File: src/mid_pkg.sv
// constants, register map and types for the machine input decoder
// Summary of operation
// - key one low refuses tool/offset writes
// - refused tool write raises protect violation
// - all keys read high after power-up
// - key two low refuses parameter/variable writes
// - refused parameter write raises protect violation
// - key three low refuses program edits
// - refused program edit raises protect violation
// - view request selects running program
// - inclined enable switches inclined control
// - inclined changes wait for motion stop
// - inclined change in auto stops block
// - no-comp high leaves basic axis still
// - skip high skips leading-slash blocks
// - mid-block slash never skips
// - skip low executes slash blocks
// - axis code five bits, one-based
// - code ignored without qualifier
// - code steers first handwheel only
package mid_pkg;
  localparam int ADDR_W = 12;
  localparam int DATA_W = 32;
  localparam logic [ADDR_W-1:0] OFS_CTRL = 12'h000;
  localparam logic [ADDR_W-1:0] OFS_STATUS = 12'h004;
  localparam logic [ADDR_W-1:0] OFS_WRITE_REQ = 12'h008;
  localparam logic [ADDR_W-1:0] OFS_BLOCK = 12'h00C;
  localparam logic [ADDR_W-1:0] OFS_HANDLE = 12'h010;
  localparam logic [ADDR_W-1:0] OFS_VIOL_CLR = 12'h014;
  localparam logic [7:0] SLASH_CHAR = 8'h2F;
  localparam int AXIS_CODE_W = 5;
  localparam int AXIS_SEL_W = 4;
  localparam logic [AXIS_CODE_W-1:0] AXIS_COUNT = 5'h04;
  localparam logic [2:0] KEYS_RESET = 3'h7;
  localparam int WR_TOOL = 0;
  localparam int WR_PARAM = 1;
  localparam int WR_PROG = 2;
  localparam int ST_VIOL = 0;
  localparam int ST_INCL = 1;
  localparam int ST_NOCOMP = 2;
  localparam int ST_BSTOP = 3;
  localparam int ST_VIEW = 4;
  localparam int ST_SKIP = 5;
  localparam int ST_KEYS = 8;
  localparam int ST_AXIS = 12;
  localparam int CT_MOVING = 0;
  localparam int CT_AUTO = 1;
  localparam int CT_MANINC = 2;
  typedef enum logic [1:0] {
    MID_IDLE = 2'b00,
    MID_SETUP = 2'b01,
    MID_ACCESS = 2'b10
  } mid_apb_e;
endpackage : mid_pkg

File: src/mid_sync.sv
// two-flop synchroniser for a group of machine input bits
`timescale 1ns/1ps
module mid_sync #(
  parameter int W = 1,
  parameter logic [W-1:0] INIT = '0
) (
  input wire logic clk, // scan clock
  input wire logic rst, // synchronous reset, active high
  input wire logic [W-1:0] d, // asynchronous input bits
  output logic [W-1:0] q // synchronised bits
);
  typedef struct packed {
    logic [W-1:0] s1;
    logic [W-1:0] s2;
  } mid_sync_s;
  mid_sync_s st_q;
  mid_sync_s st_d;
  always_comb begin
    st_d.s1 = d;
    st_d.s2 = st_q.s1;
  end
  always_ff @(posedge clk) begin
    if (rst) begin
      st_q <= {INIT, INIT};
    end else begin
      st_q <= st_d;
    end
  end
  assign q = st_q.s2;
endmodule : mid_sync

File: src/mid_top.sv
// machine input decoder: protect keys, skip, view, inclined axis, first handle
`timescale 1ns/1ps
module mid_top
  import mid_pkg::*;
(
  input wire logic REF_CLK, // scan clock
  input wire logic RST, // synchronous reset, active high
  input wire logic TOOL_DATA_PROTECT_N, // key one, low protects tool data
  input wire logic PARAM_VAR_PROTECT_N, // key two, low protects parameters
  input wire logic PROGRAM_EDIT_PROTECT_N, // key three, low protects programs
  input wire logic RUNNING_PROGRAM_VIEW_REQ, // show running program
  input wire logic INCLINED_ENABLE, // inclined axis control request
  input wire logic INCLINED_NO_COMP, // no basic axis compensation
  input wire logic SLASH_BLOCK_SKIP, // optional block skip
  input wire logic [mid_pkg::AXIS_CODE_W-1:0] HANDLE_ONE_AXIS_CODE, // first handle axis
  input wire logic HANDLE_ONE_QUALIFIER, // first handle valid
  input wire logic PSEL, // apb select
  input wire logic PENABLE, // apb enable
  input wire logic PWRITE, // apb direction
  input wire logic [mid_pkg::ADDR_W-1:0] PADDR, // apb byte address
  input wire logic [mid_pkg::DATA_W-1:0] PWDATA, // apb write data
  output logic [mid_pkg::DATA_W-1:0] PRDATA, // apb read data
  output logic PREADY, // apb ready
  output logic PSLVERR, // apb error
  output logic PROTECT_VIOLATION, // sticky protect violation
  output logic VIEW_RUNNING_PROGRAM, // edit view shows running program
  output logic INCLINED_ACTIVE, // inclined control in force
  output logic BASIC_AXIS_COMP, // basic axis follows inclined moves
  output logic BLOCK_STOP_REQ, // stop at end of current block
  output logic [mid_pkg::AXIS_SEL_W-1:0] HANDLE_ONE_AXIS_SEL // one-hot axis for handle one
);
  import mid_pkg::*;

  logic [2:0] keys_s;
  logic [2:0] misc_s;
  logic [AXIS_CODE_W:0] hnd_s;

  mid_sync #(.W(3), .INIT(KEYS_RESET)) u_keys (
    .clk(REF_CLK),
    .rst(RST),
    .d({PROGRAM_EDIT_PROTECT_N, PARAM_VAR_PROTECT_N, TOOL_DATA_PROTECT_N}),
    .q(keys_s)
  );
  mid_sync #(.W(3), .INIT(3'h0)) u_misc (
    .clk(REF_CLK),
    .rst(RST),
    .d({SLASH_BLOCK_SKIP, INCLINED_NO_COMP, INCLINED_ENABLE}),
    .q(misc_s)
  );
  mid_sync #(.W(AXIS_CODE_W + 1), .INIT('0)) u_hnd (
    .clk(REF_CLK),
    .rst(RST),
    .d({HANDLE_ONE_QUALIFIER, HANDLE_ONE_AXIS_CODE}),
    .q(hnd_s)
  );
  logic view_s;
  mid_sync #(.W(1), .INIT(1'b0)) u_view (
    .clk(REF_CLK),
    .rst(RST),
    .d(RUNNING_PROGRAM_VIEW_REQ),
    .q(view_s)
  );

  typedef struct packed {
    mid_apb_e apb;
    logic [DATA_W-1:0] rdata;
    logic ready;
    logic slverr;
    logic [2:0] ctrl;
    logic [7:0] block_char;
    logic skip_block;
    logic viol;
    logic view;
    logic incl;
    logic nocomp;
    logic incl_seen;
    logic bstop;
    logic comp;
    logic [AXIS_SEL_W-1:0] sel;
    logic [AXIS_CODE_W-1:0] code;
  } mid_top_s;

  mid_top_s st_q;
  mid_top_s st_d;
  logic acc;
  logic wr;
  logic rd;
  logic refused;

  always_comb begin
    st_d = st_q;
    acc = st_q.apb == MID_SETUP && PSEL && PENABLE;
    wr = acc && PWRITE;
    rd = acc && !PWRITE;
    refused = 1'b0;
    st_d.ready = 1'b0;
    st_d.slverr = 1'b0;
    st_d.rdata = '0;
    unique case (st_q.apb)
      MID_IDLE: begin
        if (PSEL && !PENABLE) begin
          st_d.apb = MID_SETUP;
        end
      end
      MID_SETUP: begin
        if (PSEL && PENABLE) begin
          st_d.apb = MID_ACCESS;
          st_d.ready = 1'b1;
        end else if (!PSEL) begin
          st_d.apb = MID_IDLE;
        end
      end
      MID_ACCESS: begin
        st_d.apb = (PSEL && !PENABLE) ? MID_SETUP : MID_IDLE;
      end
      default: begin
        st_d.apb = MID_IDLE;
      end
    endcase
    if (wr) begin
      unique case (PADDR)
        OFS_CTRL: st_d.ctrl = PWDATA[2:0];
        OFS_WRITE_REQ: begin
          refused = (PWDATA[WR_TOOL] && !keys_s[0])
            || (PWDATA[WR_PARAM] && !keys_s[1])
            || (PWDATA[WR_PROG] && !keys_s[2]);
        end
        OFS_BLOCK: begin
          st_d.block_char = PWDATA[7:0];
          // only a leading slash counts, and only while skip is high
          st_d.skip_block = misc_s[2] && PWDATA[7:0] == SLASH_CHAR;
        end
        OFS_STATUS, OFS_HANDLE: st_d.slverr = 1'b0;
        OFS_VIOL_CLR: begin
          if (PWDATA[ST_VIOL]) st_d.viol = 1'b0;
          if (PWDATA[ST_BSTOP]) st_d.bstop = 1'b0;
        end
        default: st_d.slverr = 1'b1;
      endcase
    end
    if (rd) begin
      unique case (PADDR)
        OFS_CTRL: st_d.rdata = {29'h0000_0000, st_q.ctrl};
        OFS_STATUS: begin
          st_d.rdata[ST_VIOL] = st_q.viol;
          st_d.rdata[ST_INCL] = st_q.incl;
          st_d.rdata[ST_NOCOMP] = st_q.nocomp;
          st_d.rdata[ST_BSTOP] = st_q.bstop;
          st_d.rdata[ST_VIEW] = st_q.view;
          st_d.rdata[ST_SKIP] = st_q.skip_block;
          st_d.rdata[ST_KEYS +: 3] = keys_s;
          st_d.rdata[ST_AXIS +: AXIS_SEL_W] = st_q.sel;
        end
        OFS_WRITE_REQ, OFS_VIOL_CLR: st_d.rdata = '0;
        OFS_BLOCK: st_d.rdata = {23'h00_0000, st_q.skip_block, st_q.block_char};
        OFS_HANDLE: st_d.rdata = {27'h000_0000, st_q.code};
        default: st_d.slverr = 1'b1;
      endcase
    end
    // set wins over clear
    if (refused) st_d.viol = 1'b1;
    st_d.view = view_s;
    // inclined settings follow inputs only while no axis moves
    if (!st_q.ctrl[CT_MOVING]) begin
      st_d.incl = misc_s[0];
      st_d.nocomp = misc_s[1];
    end
    // compensate basic axis only during manual inclined moves without no-comp
    st_d.comp = st_d.incl && st_d.ctrl[CT_MANINC] && !st_d.nocomp;
    st_d.incl_seen = misc_s[0];
    if (misc_s[0] != st_q.incl_seen && st_q.ctrl[CT_AUTO]) begin
      st_d.bstop = 1'b1;
    end
    st_d.code = hnd_s[AXIS_CODE_W-1:0];
    st_d.sel = '0;
    if (hnd_s[AXIS_CODE_W]) begin
      for (int i = 0; i < AXIS_SEL_W; i++) begin
        // one-based code; zero and out-of-range pick nothing
        if (hnd_s[AXIS_CODE_W-1:0] == AXIS_CODE_W'(i + 1)
            && hnd_s[AXIS_CODE_W-1:0] <= AXIS_COUNT) begin
          st_d.sel[i] = 1'b1;
        end
      end
    end
  end

  always_ff @(posedge REF_CLK) begin
    if (RST) begin
      st_q <= '0;
      st_q.apb <= MID_IDLE;
    end else begin
      st_q <= st_d;
    end
  end

  assign PRDATA = st_q.rdata;
  assign PREADY = st_q.ready;
  assign PSLVERR = st_q.slverr;
  assign PROTECT_VIOLATION = st_q.viol;
  assign VIEW_RUNNING_PROGRAM = st_q.view;
  assign INCLINED_ACTIVE = st_q.incl;
  assign BASIC_AXIS_COMP = st_q.comp;
  assign BLOCK_STOP_REQ = st_q.bstop;
  assign HANDLE_ONE_AXIS_SEL = st_q.sel;
endmodule : mid_top

File: config.mk
export PLATFORM = sky130hd
export DESIGN_NAME = mid_top
export DESIGN_NICKNAME = d
export VERILOG_FILES = /design/src/mid_pkg.sv /design/src/mid_sync.sv /design/src/mid_top.sv
export SDC_FILE = /design/constraint.sdc
export NUM_CORES = 1
export LEC_CHECK = 0
export ABC_AREA = 1
export BUFFER_PORTS_ARGS = -buffer_cell sky130_fd_sc_hd__buf_4
export CORE_MARGIN = 5
export CORE_UTILIZATION = 50
export CTS_CLUSTER_SIZE = 30
export DETAILED_ROUTE_END_ITERATION = 12
export HOLD_SLACK_MARGIN = 0.02
export PLACE_DENSITY = 0.84
export RECOVER_POWER = 25
export SYNTH_ARGS = -nofsm -noshare
export SYNTH_HDL_FRONTEND = slang
export SYNTH_SLANG_ARGS = --single-unit
File: constraint.sdc
create_clock -name REF_CLK -period 1.7 [get_ports REF_CLK]
set_clock_uncertainty 0.2 [all_clocks]
set_input_delay 0 -clock REF_CLK [delete_from_list [all_inputs] [get_ports REF_CLK]]
set_output_delay 0 -clock REF_CLK [all_outputs]
set_load 0.05 [all_outputs]
Word-level counts from Yosys, hierarchy flattened
Index checks and enable logic that the tools add are counted.

Register bits after elaboration: 90. Bits of input ports: 62. Output and inout bits: 43. Word-level logic and storage cells: 121.

Magnitude comparators: 1. Equal/unequal tests: 15. Mux-type cells: 28. Bitwise logic cells: 5. Reductions and logical operators: 44.

Operator list (number): $eq A12 B4 Y1 const B (2); $eq A12 B5 Y1 const B (2); $pmux W6 S4 (1); $mux W1 (18); $logic_and A1 B1 Y1 (17); $mux W14 (1); $eq A12 B3 Y1 const B (1); $logic_not A12 Y1 (1); $reduce_bool A2 Y1 (6); $eq A5 B2 Y1 const B (2); $mux W9 (1); $eq A8 B6 Y1 const B (1); $mux W2 (4); $logic_not A1 Y1 (6); $pmux W2 S3 (1); $pmux W3 S2 (1); $reduce_and A2 Y1 (3); $reduce_and A3 Y1 (2); $reduce_or A2 Y1 (3); $reduce_or A3 Y1 (2); $reduce_or A6 Y1 (1); $eq A5 B1 Y1 const B (1); $eq A5 B3 Y1 const B (1); $le A5 B3 Y1 const B (1); other kinds (9) (14).

Longest topological paths before layout
Word-level depth: 8. Gate-level depth with buffers: 9. Depth with buffers taken out: 9.

By module
A second synthesis with hierarchy kept.

Cells, all modules: 414. Area total of the unflattened synthesis: 3093.0 µm².

Modules (own cells, without submodules): mid_top (instances 1, cells each 334, area each 2362.3 µm², seq. area each 940.9 µm²); mid_sync (u_hnd) (instances 1, cells each 37, area each 341.6 µm², seq. area each 240.2 µm²); mid_sync (u_keys) (instances 1, cells each 19, area each 168.9 µm², seq. area each 120.1 µm²); mid_sync (u_misc) (instances 1, cells each 18, area each 165.2 µm², seq. area each 120.1 µm²); mid_sync (u_view) (instances 1, cells each 6, area each 55.1 µm², seq. area each 40.0 µm²).

Worst setup path before layout
Ideal clock, no wire load.

Kind: register to register. Start: register st_q[62] (netlist name). End: register st_q[27] (netlist name). Library setup time: 0.128 ns. Arrival time: 1.011 ns. Data required time: 1.372 ns. Slack: 0.361 ns. Stages on the path, launching flop included: 8. Buffers on the path: 0. Clock period less this slack: 1.339 ns. Cell sequence: dfxtp_1 inv_1 nor2_1 nand2_1 nor2_4 nand3_2 o21ai_1 nor2_1.

Longest elaborated chain between the ends: 5.

Ends and longest elaborated chain: start: declaration (RTL line mid_top.sv:83) `mid_top_s st_q;`; start signal: assignment (RTL line mid_top.sv:192) `st_q <= st_d;`; $eq A2 B1 Y1 (RTL line mid_top.sv:92) `acc = st_q.apb == MID_SETUP && PSEL && PENABLE;`; $logic_and A1 B1 Y1 (2 in series) (RTL line mid_top.sv:92); $logic_and A1 B1 Y1 (RTL line mid_top.sv:93) `wr = acc && PWRITE;`; $mux W14 (RTL line mid_top.sv:120) `if (wr) begin`.

Every way passes these cells. The select of a mux whose other input is x is not followed. A chain may end at the register's enable or synchronous reset.

Final worst setup path
Start: input PADDR[9] (netlist name). End: register st_q[22] (netlist name).

Longest elaborated chain between the ends: 2.

Ends and longest elaborated chain: start: declaration (RTL line mid_top.sv:20) `input wire logic [mid_pkg::ADDR_W-1:0] PADDR,`; $eq A12 B4 Y1 (RTL line mid_top.sv:121) `unique case (PADDR)`; $reduce_and A2 Y1 (no source line).

Every way passes these cells.

==> results.tsv <==
metric	value	unit
status	finished, final reports clean	
multiInputGateArea	1064	um2
power	3.648	mW
slowest_stage	dlygate4sd3_1	
ff_latch_area	1461	um2
placed_cell_area	3400	um2
dr.pass1.iters	4	
gr-total-overflow	0	
grt_pass1_vias	2609	
worstPathRequired	1.73	ns
yosys.area.top_type	dfxtp_1	
coreArea	5921	um2
timing.hold.ws	0.1865	ns
fp.dieArea	7788	um2
worstSetupStartpointType	input pin	
fp-row-count	28	
power.density	881.2	nW/um2
clockBufferDepth	2	
period_share	98.24	%
worst_pin_slew	0.6048	ns
cp_max_fo	7	
route.vias.total	2701	
maxCapViolCount	0	
max_clock_freq	598.8	MHz
worst_setup_path_end_kind	flip-flop	
final_core_util	69.93	%
ys_types	29	
drc_errors	0	
cts_made_buffers	9	
final_max_slew_viol_count	0	
grt_start_max_net_pins	26	
clock_latency	0.34	ns
dp.cells	526	
ctsHtreeMaxLevel	3	
avgSynthCellArea	7.413	um2
vias_per_cell	4.532	
synth_most_common_cell	nor2_1	
synth_area	3062	um2
crit_type	input pin to flip-flop	
routed_wl	7372	um
nets	578	
yosysWarnings	0	
die_x	88.25	um
fill_cells	440	
io_pins	105	
die_h	88.25	um
io_buffers	63	
num_antenna_cells	0	
ys_ff_latch	73	
place_ws	0.08944	ns
finalSetupViolations	0	
use_met2	34.87	%
synthCells	413	
gp_congestion	0.9189	
dp_hpwl	4520	um
area_delta_synth_final	35.23	%
design_area	4140	um2
max_stage_delay	0.54	ns
hold_path_class	input pin to flip-flop	
met3_usage	4.655	%
synth.yosys.seq_area_share	47.73	%
cts_sinks	73	
gr-usage-all-layers	19.22	%
drt-initial-drc-count	204	
ir_drop	0.6179	mV
slew_headroom	59.85	%
cts_tree	built	
path_cells	dlygate4sd3_1 -> buf_4 -> nor2_1 -> nand2_2 -> nor2_8 -> nand2_4 -> nor2_4 -> nand2_1 -> nand2_1 -> nor2_1	
met1_usage	19.31	%
root_buffer	clkbuf_8	
crit_family	simple AND/OR/NAND/NOR gates	
timing.final.ws_setup	0.02999	ns
synth_top_area_share	47.73	%
fin_tns_setup	0	ns
ant_nets	0	
drive_gt1_share	20.15	%
finalHoldViolCount	0	
power_leakage	2.031	nW
top_usage_layer	met2	
cp.arrival	1.70	ns
period_needed	1.670	ns
grt_pass1_wl	11400	um
path_clk_slew	0.07	ns
initial_core_util	51.71	%
ys.flop_type	dfxtp_1	
yosys-top-cells-count	nor2_1 (82), inv_1 (80), dfxtp_1 (73)	
netlist_top_cells_area	dfxtp_1 (48%), nor2_1 (10%), inv_1 (9.8%)	
final_cells	596	
crit_buf_inv	2	
synth-edff-count	0	
antenna_found_initial	0	
routedWlPerCell	12.37	um
async_flop_share	0	%
## logic make-up (layout without fill, tap and decap cells)
family | count (synthesis) | after routing | share of synthesized area [%]
flops | 73 | 73 | 47.73
simple gates | 197 | 199 | 28.97
compound gates | 14 | 14 | 2.452
buf+inv | 127 | 217 | 20.39
other cells | 1 | 17 | 0.1225
mux | 1 | 1 | 0.3269
## worst register-to-register path, delay by kind of cell (launching register included)
kind	cells	cell delay, ns
flip-flops	1	0.37
AND/OR/NAND/NOR	7	0.90
## metal layers
metal | share of wire [%] | up-vias
met2 | 53 | 95
met5 | 0 | -
met4 | 3.9 | 0
met1 | 38 | 1213
met3 | 6.0 | 23
li1 | - | 1370
## path summary, 6_finish.rpt
path / startpoint / to / slack (ns) / cells past startpoint
worst max-delay path: PADDR[9] / st_q[22]$_SDFFE_PP0P_ / 0.03 / 10
worst max register to register: st_q[62]$_SDFFE_PP0P_ / st_q[22]$_SDFFE_PP0P_ / 0.12 / 7
worst min-delay path: PROGRAM_EDIT_PROTECT_N / u_keys.st_d[2]$_SDFF_PP1_ / 0.19 / 3
worst min register to register: u_view.q$_SDFF_PP0_ / VIEW_RUNNING_PROGRAM$_SDFF_PP0_ / 0.20 / 2
## where the power goes
part / switching [mW] / internal [mW] / leakage (nW)
clock network: 0.607 / 0.901 / 0.115
logic: 0.213 / 0.166 / 1.32
registers: 0.0158 / 1.75 / 0.595
## cell usage in the layout, fill, tap and decap left out, drive strengths merged, types with 17 or more instances in the layout
cell type	instances
nand3	23
dlygate4sd3	48
dfxtp	73
buf	62
nor2	90
inv	82
clkbuf	19
conb	17
nand2	69
## final cells by class
type | count | share of cell area [%]
multi-input cells | 231 | 25.69
inverters | 83 | 7.555
well taps | 75 | 2.267
clock buffers | 11 | 3.657
flip-flops and latches | 73 | 35.30
clock inverters | 5 | 1.874
repair buffers | 118 | 23.66
## state kept, by name, indices dropped and copies added, names as in the netlist
register              flops
st_q                     21
PRDATA                   15
u_hnd.q                   6
u_hnd.st_d                6
HANDLE_ONE_AXIS_SEL       4
u_keys.q                  3
u_keys.st_d               3
u_misc.q                  3
u_misc.st_d               3
BASIC_AXIS_COMP           1
BLOCK_STOP_REQ            1
INCLINED_ACTIVE           1
PREADY                    1
PROTECT_VIOLATION         1
PSLVERR                   1
VIEW_RUNNING_PROGRAM      1
u_view.q                  1
u_view.st_d               1
## repair_timing
action,CTS,global route
gates resized for setup,0,4
hold buffers,48,0
hold endpoints to repair,61,0
setup buffers,0,4
endpoints found under the setup margin,0,20
(Power assumes the default switching activity.)
